===== src/rtl/vic_pkg.sv =====
/*
 Constants of the vectored interrupt controller: sizes, register
 indices, field positions, table addresses, levels.
 Assumes the CPU core and peripherals share the system clock.
*/
// Overview of operation
// - All requests merge into one CPU request
// - Each source gets software priority one to seven
// - Same level: lower vector number wins
// - Primary table at 000004h, 126 entries
// - Each entry is a 24-bit handler address
// - Select bit 15 switches all to alternate
// - Alternate entry equals primary address plus 100h
// - Eight unmaskable trap vectors come first
// - Trap n at 000004h plus 2n
// - Interrupt vector v at 000014h plus 2v
// - Reset clears registers, bypasses the controller
// - Each source has flag, enable, priority
// - Timer one uses vector 3, 00001Ah
// - Fixed entry latency independent of data
// - Flags set by events, cleared by software
// - Winner number and level latched, readable
// - CPU level seven blocks user interrupts
package vic_pkg;
    // ==========================================================
    // Sizes
    localparam int NUM_SRC  = 118;
    localparam int NUM_TRAP = 8;
    localparam int DATA_W   = 16;
    localparam int ADDR_W   = 6;
    localparam int PRIO_W   = 3;
    localparam int LVL_W    = 4;
    localparam int VEC_W    = 7;
    localparam int PC_W     = 24;
    localparam int SRC_PER_REG  = 16;
    localparam int PRIO_PER_REG = 4;
    localparam int PRIO_STRIDE  = 4;

    // ==========================================================
    // Register word indices
    localparam logic [5:0] REG_FLAG_BASE = 6'h00;
    localparam logic [5:0] REG_EN_BASE   = 6'h08;
    localparam logic [5:0] REG_PRIO_BASE = 6'h10;
    localparam logic [5:0] REG_CTRL_ONE  = 6'h30;
    localparam logic [5:0] REG_CTRL_TWO  = 6'h31;
    localparam logic [5:0] REG_PENDING   = 6'h32;

    // ==========================================================
    // Field positions and reset values
    localparam int ALT_SEL_BIT   = 15;
    localparam int NEST_DIS_BIT  = 15;
    localparam int PEND_LVL_LSB  = 8;
    localparam logic [7:0] TRAP_IMPL_MASK = 8'h1E;
    localparam logic [15:0] CTRL_RESET   = 16'h0000;

    // ==========================================================
    // Table addresses and levels
    localparam logic [23:0] PRIMARY_BASE = 24'h000004;
    localparam logic [23:0] ALT_OFFSET   = 24'h000100;
    localparam logic [23:0] RESET_ADDR   = 24'h000000;
    localparam logic [3:0]  USER_CEIL    = 4'h7;
    localparam logic [3:0]  TRAP_TOP_LVL = 4'hF;

    // ==========================================================
    // Timing: cycles from pending to request, and bus answer
    localparam int ENTRY_LATENCY = 1;
    localparam int BUS_LATENCY   = 1;
endpackage : vic_pkg


===== src/rtl/vic_arbiter.sv =====
/*
 User arbitration: highest priority, then lowest source number.
 Assumes pending already gated by enable and CPU level.
*/
`timescale 1ns/100ps
module vic_arbiter
    import vic_pkg::*;
#(
    parameter int N = NUM_SRC
) (
    // Candidates
    input  wire logic [N-1:0]             pend,
    input  wire logic [N-1:0][PRIO_W-1:0] prio,
    // Winner
    output logic                          win,
    output logic      [VEC_W-1:0]         win_idx,
    output logic      [PRIO_W-1:0]        win_lvl
);
    // Scan downward; ">=" lets the lower number take equal levels
    always_comb begin
        win     = 1'b0;
        win_idx = '0;
        win_lvl = '0;
        for (int i = N - 1; i >= 0; i--) begin
            if (pend[i] && prio[i] >= win_lvl) begin
                win     = 1'b1;
                win_idx = VEC_W'(i);
                win_lvl = prio[i];
            end
        end
    end
endmodule : vic_arbiter


===== src/rtl/vic_top.sv =====
/*
 Vectored interrupt controller: request flags, enables, priorities,
 trap status, arbitration and the registered request to the CPU.
 Assumes peripherals and CPU run on clk; the external request pin
 is asynchronous. Registers sit on an Avalon-MM slave, word indexed.
*/
`timescale 1ns/100ps
module vic_top
    import vic_pkg::*;
#(
    parameter int N = NUM_SRC
) (
    // Clock and reset
    input  wire logic               clk,
    input  wire logic               sys_rst,
    // Avalon-MM slave
    input  wire logic [ADDR_W-1:0]  address,
    input  wire logic               read,
    input  wire logic               write,
    input  wire logic [DATA_W-1:0]  writedata,
    output logic      [DATA_W-1:0]  readdata,
    output logic                    waitrequest,
    // Event sources
    input  wire logic [N-1:0]       src_event,
    input  wire logic               external_request_zero,
    input  wire logic [NUM_TRAP-1:0] trap_event,
    // CPU core
    input  wire logic [LVL_W-1:0]   cpu_priority_level,
    output logic                    irq_req,
    output logic                    irq_is_trap,
    output logic      [VEC_W-1:0]   irq_vector_num,
    output logic      [LVL_W-1:0]   irq_level,
    output logic      [PC_W-1:0]    irq_vector_addr
);
    localparam int FREGS = (N + SRC_PER_REG - 1) / SRC_PER_REG;
    localparam int PREGS = (N + PRIO_PER_REG - 1) / PRIO_PER_REG;

    // ==========================================================
    // Helpers
    function automatic logic in_win(input logic [5:0] a,
                                    input logic [5:0] base,
                                    input int cnt);
        in_win = (a >= base) && (32'(a) < 32'(base) + cnt);
    endfunction : in_win

    function automatic logic [2:0] low_set(input logic [7:0] v);
        low_set = 3'h0;
        for (int k = 7; k >= 0; k--) begin
            if (v[k]) begin
                low_set = 3'(k);
            end
        end
    endfunction : low_set

    // ==========================================================
    // State
    logic [N-1:0]             flag;
    logic [N-1:0]             en;
    logic [N-1:0][PRIO_W-1:0] prio;
    logic [DATA_W-1:0]        ctrl_one;
    logic [DATA_W-1:0]        ctrl_two;
    logic [DATA_W-1:0]        pending_vector_reg;
    logic                     ack;
    logic [2:0]               pin_sync;

    logic [N-1:0]             next_flag;
    logic [N-1:0]             next_en;
    logic [N-1:0][PRIO_W-1:0] next_prio;

    // ==========================================================
    // Avalon handshake: one wait cycle, then the access completes
    wire acc     = read | write;
    wire wr_fire = write & ack;
    assign waitrequest = acc & ~ack;

    // Ack only at the completing edge; drops so next access waits
    always_ff @(posedge clk) begin
        if (sys_rst) begin
            ack <= 1'b0;
        end else begin
            ack <= acc & ~ack;
        end
    end

    // ==========================================================
    // External pin: two flops, then edge on the synced copy
    always_ff @(posedge clk) begin
        if (sys_rst) begin
            pin_sync <= 3'h0;
        end else begin
            pin_sync <= {pin_sync[1:0], external_request_zero};
        end
    end

    wire         pin_rise = pin_sync[1] & ~pin_sync[2];
    wire [N-1:0] evt      = src_event | N'(pin_rise);

    // ==========================================================
    // Per-source flag, enable and priority field
    logic [FREGS*DATA_W-1:0] flag_pad;
    logic [FREGS*DATA_W-1:0] en_pad;
    logic [PREGS*DATA_W-1:0] prio_pad;

    generate
        for (genvar i = 0; i < N; i++) begin : g_src
            localparam logic [5:0] FR =
                6'(REG_FLAG_BASE + i / SRC_PER_REG);
            localparam logic [5:0] ER =
                6'(REG_EN_BASE + i / SRC_PER_REG);
            localparam logic [5:0] PR =
                6'(REG_PRIO_BASE + i / PRIO_PER_REG);
            localparam int B = i % SRC_PER_REG;
            localparam int P = (i % PRIO_PER_REG) * PRIO_STRIDE;
            wire wf = wr_fire && address == FR;
            wire we = wr_fire && address == ER;
            wire wp = wr_fire && address == PR;
            // Event beats a software clear in the same cycle
            assign next_flag[i] = (wf ? writedata[B] : flag[i])
                                  | evt[i];
            assign next_en[i]   = we ? writedata[B] : en[i];
            assign next_prio[i] = wp ? writedata[P +: PRIO_W]
                                     : prio[i];
            assign prio_pad[i*PRIO_STRIDE +: PRIO_STRIDE] =
                {1'b0, prio[i]};
        end
        for (genvar j = N; j < PREGS * PRIO_PER_REG; j++) begin : g_pad
            assign prio_pad[j*PRIO_STRIDE +: PRIO_STRIDE] = 4'h0;
        end
    endgenerate

    assign flag_pad = (FREGS*DATA_W)'(flag);
    assign en_pad   = (FREGS*DATA_W)'(en);

    // Reset clears every register; PC restart is the core's job
    always_ff @(posedge clk) begin
        if (sys_rst) begin
            flag <= '0;
            en   <= '0;
            prio <= '0;
        end else begin
            flag <= next_flag;
            en   <= next_en;
            prio <= next_prio;
        end
    end

    // ==========================================================
    // Control registers; trap status bits are sticky
    wire w_one = wr_fire && address == REG_CTRL_ONE;
    wire w_two = wr_fire && address == REG_CTRL_TWO;
    wire [7:0] trap_set = trap_event & TRAP_IMPL_MASK;
    wire [DATA_W-1:0] next_one =
        ((w_one ? writedata : ctrl_one) | DATA_W'(trap_set))
        & {1'b1, 7'h00, TRAP_IMPL_MASK};

    // Select bit resets clear, so the primary table is used
    always_ff @(posedge clk) begin
        if (sys_rst) begin
            ctrl_one <= CTRL_RESET;
            ctrl_two <= CTRL_RESET;
        end else begin
            ctrl_one <= next_one;
            if (w_two) begin
                // Only the select bit is kept; reserved bits read zero
                ctrl_two <= writedata & (DATA_W'(1) << ALT_SEL_BIT);
            end
        end
    end

    wire alt_table_select = ctrl_two[ALT_SEL_BIT];

    // ==========================================================
    // Pending sources and arbitration
    wire [N-1:0] pend;
    wire [N-1:0] vec_ok;
    generate
        for (genvar i = 0; i < N; i++) begin : g_pend
            // Level seven and priority zero both fail the compare
            assign vec_ok[i] = {1'b0, prio[i]} > cpu_priority_level;
        end
    endgenerate
    assign pend = flag & en & vec_ok;

    logic             u_win;
    logic [VEC_W-1:0] u_idx;
    logic [2:0]       u_lvl;

    vic_arbiter #(
        .N       (N)
    ) u_arb (
        .pend    (pend),
        .prio    (prio),
        .win     (u_win),
        .win_idx (u_idx),
        .win_lvl (u_lvl)
    );

    // Traps ignore enables and CPU level; lowest number first
    wire [7:0] trap_pend = ctrl_one[7:0] & TRAP_IMPL_MASK;
    wire       t_win     = |trap_pend;
    wire [2:0] t_idx     = low_set(trap_pend);
    wire       win_any   = t_win | u_win;

    wire [VEC_W-1:0] win_tbl = t_win ? {4'h0, t_idx}
                             : VEC_W'(u_idx + NUM_TRAP);
    wire [LVL_W-1:0] win_lvl = t_win ? TRAP_TOP_LVL - {1'b0, t_idx}
                             : {1'b0, u_lvl};

    logic [PC_W-1:0] win_addr;

    vic_vec_addr u_vec (
        .table_idx  (win_tbl),
        .alt_sel    (alt_table_select),
        .entry_addr (win_addr)
    );

    // ==========================================================
    // CPU request: one register stage, same for every source
    always_ff @(posedge clk) begin
        if (sys_rst) begin
            irq_req         <= 1'b0;
            irq_is_trap     <= 1'b0;
            irq_vector_num  <= '0;
            irq_level       <= '0;
            irq_vector_addr <= RESET_ADDR;
        end else begin
            irq_req         <= win_any;
            irq_is_trap     <= t_win;
            irq_vector_num  <= win_tbl;
            irq_level       <= win_lvl;
            irq_vector_addr <= win_addr;
        end
    end

    // Winner latch; holds last winner while nothing pends
    always_ff @(posedge clk) begin
        if (sys_rst) begin
            pending_vector_reg <= '0;
        end else if (win_any) begin
            pending_vector_reg <= {4'h0, win_lvl, 1'b0, win_tbl};
        end
    end

    // ==========================================================
    // Read mux; unmapped words read zero
    wire [5:0] f_off = address - REG_FLAG_BASE;
    wire [5:0] e_off = address - REG_EN_BASE;
    wire [5:0] p_off = address - REG_PRIO_BASE;
    wire [DATA_W-1:0] next_rdata =
        in_win(address, REG_FLAG_BASE, FREGS)
            ? flag_pad[f_off*DATA_W +: DATA_W] :
        in_win(address, REG_EN_BASE, FREGS)
            ? en_pad[e_off*DATA_W +: DATA_W] :
        in_win(address, REG_PRIO_BASE, PREGS)
            ? prio_pad[p_off*DATA_W +: DATA_W] :
        (address == REG_CTRL_ONE) ? ctrl_one :
        (address == REG_CTRL_TWO) ? ctrl_two :
        (address == REG_PENDING)  ? pending_vector_reg :
        16'h0000;

    // Data captured in the wait cycle, stands at the completing edge
    always_ff @(posedge clk) begin
        if (sys_rst) begin
            readdata <= '0;
        end else if (read && !ack) begin
            readdata <= next_rdata;
        end
    end
endmodule : vic_top


===== src/rtl/vic_vec_addr.sv =====
/*
 Vector entry address from table index and table select.
 Assumes an index already bounded to the table size.
*/
`timescale 1ns/100ps
module vic_vec_addr
    import vic_pkg::*;
(
    // Selection
    input  wire logic [VEC_W-1:0] table_idx,
    input  wire logic             alt_sel,
    // Result
    output logic      [PC_W-1:0]  entry_addr
);
    // ==========================================================
    // Address arithmetic
    wire [PC_W-1:0] idx_off = {16'h0000, table_idx, 1'b0};
    wire [PC_W-1:0] tbl_off = alt_sel ? ALT_OFFSET : 24'h000000;

    // Two words per entry, one 24-bit address each
    assign entry_addr = PRIMARY_BASE + tbl_off + idx_off;
endmodule : vic_vec_addr

===== config.mk =====
export PLATFORM = sky130hd
export DESIGN_NAME = vic_top
export DESIGN_NICKNAME = d
export VERILOG_FILES = /design/src/rtl/vic_pkg.sv /design/src/rtl/vic_arbiter.sv /design/src/rtl/vic_top.sv /design/src/rtl/vic_vec_addr.sv
export SDC_FILE = /design/constraint.sdc
export NUM_CORES = 2
export LEC_CHECK = 0
export BUFFER_PORTS_ARGS = -buffer_cell sky130_fd_sc_hd__buf_2
export CAP_MARGIN = 20
export CORE_MARGIN = 4
export CORE_UTILIZATION = 50
export DETAILED_ROUTE_END_ITERATION = 7
export GPL_TIMING_DRIVEN = 0
export PLACE_DENSITY = 0.67
export SLEW_MARGIN = 40
export SYNTH_ARGS = -nofsm -noshare
export SYNTH_HDL_FRONTEND = slang
export SYNTH_SLANG_ARGS = --single-unit
export TNS_END_PERCENT = 1

===== constraint.sdc =====
create_clock -name clk -period 493.9 [get_ports clk]
set_input_delay 0 -clock clk [delete_from_list [all_inputs] [get_ports clk]]
set_output_delay 0 -clock clk [all_outputs]
set_load 0.03 [all_outputs]

Word-level counts from Yosys, hierarchy flattened:

Cells that the tools add are included.

* bits in latches: 0
* bits in writable memories: 0
* memories: 0
* ROM bits: 0
* register bits after elaboration: 675

* multiply operators: 0
* shift operators: 3
* equal/unequal tests: 48
* reductions and logical operators: 173
* multiplexer cells: 486
* divide/modulo/power cells: 0
* $lt $le $gt $ge: 242
* add/sub/neg operators: 6
* bitwise gates (word level): 129

Operators with widths (number)
* $mux W7: 119
* $shiftx A480 B11 Y16: 1
* $gt A3 B4 Y1: 118
* $mux W3: 122
* $ge A3 B3 Y1: 117
* $shiftx A128 B11 Y16: 2
* $and A118 B118 Y118: 2
* $mux W1: 236
* $logic_and A1 B1 Y1: 170
* $or A1 B1 Y1: 120
* $or A118 B1 Y118: 1
* $eq A6 B6 Y1 const B: 17
* $eq A6 B5 Y1 const B: 16
* $mux W16: 6
* $eq A6 B4 Y1 const B: 8
* $add A24 B8 Y24: 1
* $add A3 B24 Y24 const A: 1
* $eq A6 B3 Y1 const B: 4
* $or A16 B5 Y16: 1
* $eq A6 B2 Y1 const B: 2
* $mux W12: 1
* $mux W9: 1
* $add A7 B4 Y7 const B: 1
* $eq A6 B1 Y1 const B: 1
* 16 further kinds: 19

Longest topological paths before layout:

* depth in word-level cells: 358
* depth in mapped cells: 835
* mapped depth without buffers: 826

Modules after synthesis:

From an unflattened synthesis, not the netlist that was laid out.

* cells, all modules: 7660
* area total of the unflattened synthesis: 56207.7 µm²

By module, submodules not included
* vic_top: area each 37991.4 µm², sequential area each 13272.7 µm², cells each 4719, instances 1
* vic_arbiter: area each 17988.5 µm², sequential area each 0.0 µm², cells each 2909, instances 1
* vic_vec_addr: area each 227.7 µm², sequential area each 0.0 µm², cells each 32, instances 1

Worst setup path before layout:

Ideal clock, no wire load.

* path kind: input-to-reg
* start point: input port cpu_priority_level[2]
* end point: register irq_vector_addr[7]
* data required time: 493.785 ns
* setup slack: 331.349 ns
* data arrival time: 162.436 ns
* stages on the path: 791
* path through: inv_1 > ha_1 > nand3_1 > nand4b_1 > nor2_2 > nand2_1 > ha_1 > nand2_1 > o21ai_2 > nand3_1 > o21ai_0 > ha_1 > nand2b_1 > o221ai_1 > a21oi_1 > o211a_1 > o21a_1 > ha_1 > [... 755 more ...] > o221ai_1 > clkbuf_1 > nand2_1 > o21ai_0 > ha_1 > nand2b_1 > a21oi_1 > nor2b_1 > o221ai_1 > nand2_1 > nand4b_1 > nor2_2 > ha_1 > nand2_1 > o21bai_1 > a211oi_2 > xnor2_1 > nor2_1

* longest elaborated chain between the ends: 358
* elaborated cells between the ends (all ways): 592
* classes of those cells: add/sub (2); order compare (235); mux (236); bitwise (1); reduce/logical (118)

Ends and longest elaborated chain
* from (decl): RTL line vic_top.sv:28 `input wire logic [LVL_W-1:0] cpu_priority_level,`
* $gt A3 B4 Y1: RTL line vic_top.sv:179 `assign vec_ok[i] = {1'b0, prio[i]} > cpu_priority_level;`
* $and A118 B118 Y118 (*): RTL line vic_top.sv:182 `assign pend = flag & en & vec_ok;`
* $logic_and A1 B1 Y1: RTL line vic_arbiter.sv:25 `if (pend[i] && prio[i] >= win_lvl) begin`
* $mux W3: RTL line vic_arbiter.sv:25
* $ge A3 B3 Y1: RTL line vic_arbiter.sv:25
* $logic_and A1 B1 Y1: RTL line vic_arbiter.sv:25
* $mux W3: RTL line vic_arbiter.sv:25
* $ge A3 B3 Y1: RTL line vic_arbiter.sv:25
* [... 342 more ...]
* $logic_and A1 B1 Y1: RTL line vic_arbiter.sv:25
* $mux W3: RTL line vic_arbiter.sv:25
* $ge A3 B3 Y1: RTL line vic_arbiter.sv:25
* $logic_and A1 B1 Y1: RTL line vic_arbiter.sv:25
* $mux W7 (*): RTL line vic_arbiter.sv:25
* $add A7 B4 Y7 (*): RTL line vic_top.sv:205 `: VEC_W'(u_idx + NUM_TRAP);`
* $mux W7 (*): RTL line vic_top.sv:204 `wire [VEC_W-1:0] win_tbl = t_win ? {4'h0, t_idx}`
* $add A24 B8 Y24 (*): RTL line vic_vec_addr.sv:21 `assign entry_addr = PRIMARY_BASE + tbl_off + idx_off;`
* to (signal assigned): RTL line vic_top.sv:231 `irq_vector_addr <= win_addr;`
* to (decl): RTL line vic_top.sv:33 `output logic [PC_W-1:0] irq_vector_addr`

Every way passes the cells marked *; elsewhere a longest branch is shown, timed or not.
A chain may end at the register's enable or synchronous reset.

==> metrics.txt <==
Clock transition at path regs=60 ps; Post-Synthesis Cells=7,190; r2r setup slk=312,660 ps; Post-synth EDFFs=0; grt ovf=0; share of the yosys chip area belonging to registers=23.1%; hold crit path type=in2reg; top-count cell post-synth=nand2_1; clock buffer depth=3; design area=63,800 um^2; Hold Path Stages=3; R2R Path Start=prio[353]; largest net degree at the start of global routing=60; area of the multi-input gates=39,800 um^2; Leakage=25.5 nW; Crit Path Max Fanout=10; Overall Power=0.131 mW; peak supply drop=1.55 uV; synth warn=0; post-DR wirelength/cell=28.7 um; fin nets=8,373; Synth Area per Inst=7.79 um^2; Largest regs=prio (354), en (118), flag (118); crit path time final=181,240 ps; clock insertion delay at the later pin of the skew report=670 ps; period utilization=36.7%; synthesized area=56,000 um^2; detailed-route via count=60,700; GRT Total Usage=43.1%; Slew headroom=34.9%; Die Footprint=117,000 um^2; Final TNS setup=0 ps; r2r worst-path depth=790; post-synth cell types=176; hold path start=writedata[1]; CTS H-tree depth=3; share of Yosys cell area claimed by the top area cell type=23.1%; Clock Sink Count=647; commonest cells in the netlist=nand2_1, a21oi_1, dfxtp_1, ha_1, inv_1; fillers=10,200; vias per cell=6.59; CTS buffer count=74; CP max stage delay=690 ps; crit path from=prio[353]; Top reg by flops=prio; CP most frequent cell=ha_1; # setup viols final=0; worst path required time=494,440 ps; status=complete, no violations; antenna violations before repair=28; Placer Congestion=1.09; num rows=122; share of cells above drive strength 1=13.7%; post-synth top area cell=dfxtp_1; Setup Crit Path Kind=reg2reg; CP Capture Type=flip-flop; register area=13,000 um^2; Synth area leaders=dfxtp_1, ha_1, nand2_1; max reg flops=354; DR pass1 iterations=8; CTS tree=done; Die Y=343 um; io pins=211; first-pass GRT wire length=373,000 um; number of global-route vias before repair=54,400; async set or reset register ratio after synthesis=0%; CP max stage cell=a2111oi_1; number of remaining DRC errors=0; Detailed Route WL=264,000 um; Setup Skew=38.8 ps; RSZ-0062 raised after global routing=no; Slew @ Worst Pin=976 ps; ys flop type=dfxtp_1; Detailed Place HPWL=208,000 um; Max Clock Freq=5.52 MHz; Cell Area, Placed=59,400 um^2; IO buf count=174; Slew Limit Fails=0; dpl cells=8,883; Critical Path Start Type=flip-flop; Initial Util=50.5%; setup bufs post-CTS=0; Final Instance Count excl. Fillers=9,208; Max Cap Violations=0; Final Hold Vio Count=0; drt initial violations=7,925; Area Growth Syn to Fin=13.9%; cell area power density=2.05 nW/um^2; antenna-violating nets left=0; CTS root buffer=clkbuf_16; core region area=111,000 um^2; crit path DAT=181,770 ps; Die W=343 um; Yosys reg bits=647
==> final timing paths <==
path / to
setup / recovery: irq_vector_addr[7]
hold / removal: flag[113]
setup reg to reg: irq_vector_addr[7]
hold reg to reg: pending_vector_reg[1]
==> layout make-up <==
cell class / count / area share, %
Sequential cell: 647 / 20.3
Antenna cell: 7 / 0.0275
Clock inverter: 30 / 0.596
Clock buffer: 102 / 3.34
Buffer: 361 / 2.83
Multi-Input combinational cell: 5744 / 62.4
Timing Repair Buffer: 377 / 4.88
Inverter: 452 / 2.69
Tap cell: 1488 / 2.92
==> critical path: cells and delay by family (launching register included) <==
family / cells / cell delay [ps]
and+or+nand+nor: 297 / 50320
xor gates and xnor gates: 1 / 160
buffers and inverters: 33 / 3990
AOI/OAI and AO/OA: 360 / 84780
adders and majority gates: 175 / 49740
muxes: 66 / 23320
DFF: 1 / 480
==> placed cells by master (no fill, tap or decap), types with 82 or more instances in the layout <==
cell type and instances:
nand2_1 1415, a21oi_1 710, dfxtp_1 647, ha_1 559
inv_1 449, nor2_1 377, o21ai_0 244, clkbuf_1 208
buf_2 187, dlygate4sd3_1 187, a31oi_1 164, mux4_2 137
nand3_1 127, nand3b_1 124, mux2i_1 123, a21o_1 122
a311oi_1 103, nand2b_1 103, nor2b_1 87, clkbuf_2 84
a211oi_1 82
==> layer usage <==
layer	GRT usage (%)	vias up	wire (um)
li1	-	27000	-
met1	58.0	29000	105000
met2	62.1	3858	107000
met3	13.7	774	35500
met4	21.3	30	16500
met5	0.0817	-	270
==> metrics by stage <==
step | worst slack [ps] | hold slack, ps | util, %
global placement | 312800 | 212 | 53.0
global route | 299850 | 22.3 | 57.5
detailed placement | 314420 | 218 | 53.5
finish | 312660 | 43.4 | 57.5
floorplan | 331350 | 121 | -
CTS | 313870 | 5.17 | 57.4
==> report_power, final <==
group          total, mW  internal, mW  switching, mW
Clock             0.0584        0.0331         0.0253
Combinational     0.0176       0.00588         0.0117
Sequential        0.0546        0.0532        0.00146
==> what timing repair did <==
action	in CTS	in global routing
hold buffers	185	0
endpoints found under the hold margin	189	0
resized for setup	0	0
==> logic make-up (layout without fill, tap and decap cells) <==
logic type      after synthesis  after routing  share of synthesized area [%]
simple gates               2713           2713                           22.9
compound gates             2081           2081                           25.4
buf+inv                     813           1322                           6.04
flops                       647            647                           23.1
fa+ha+maj                   599            599                           13.2
mux                         331            331                           9.22
xor+xnor                      5              5                         0.0782
other cells                   1             22                        0.00670
No activity file was read; power rests on OpenSTA's default activity.
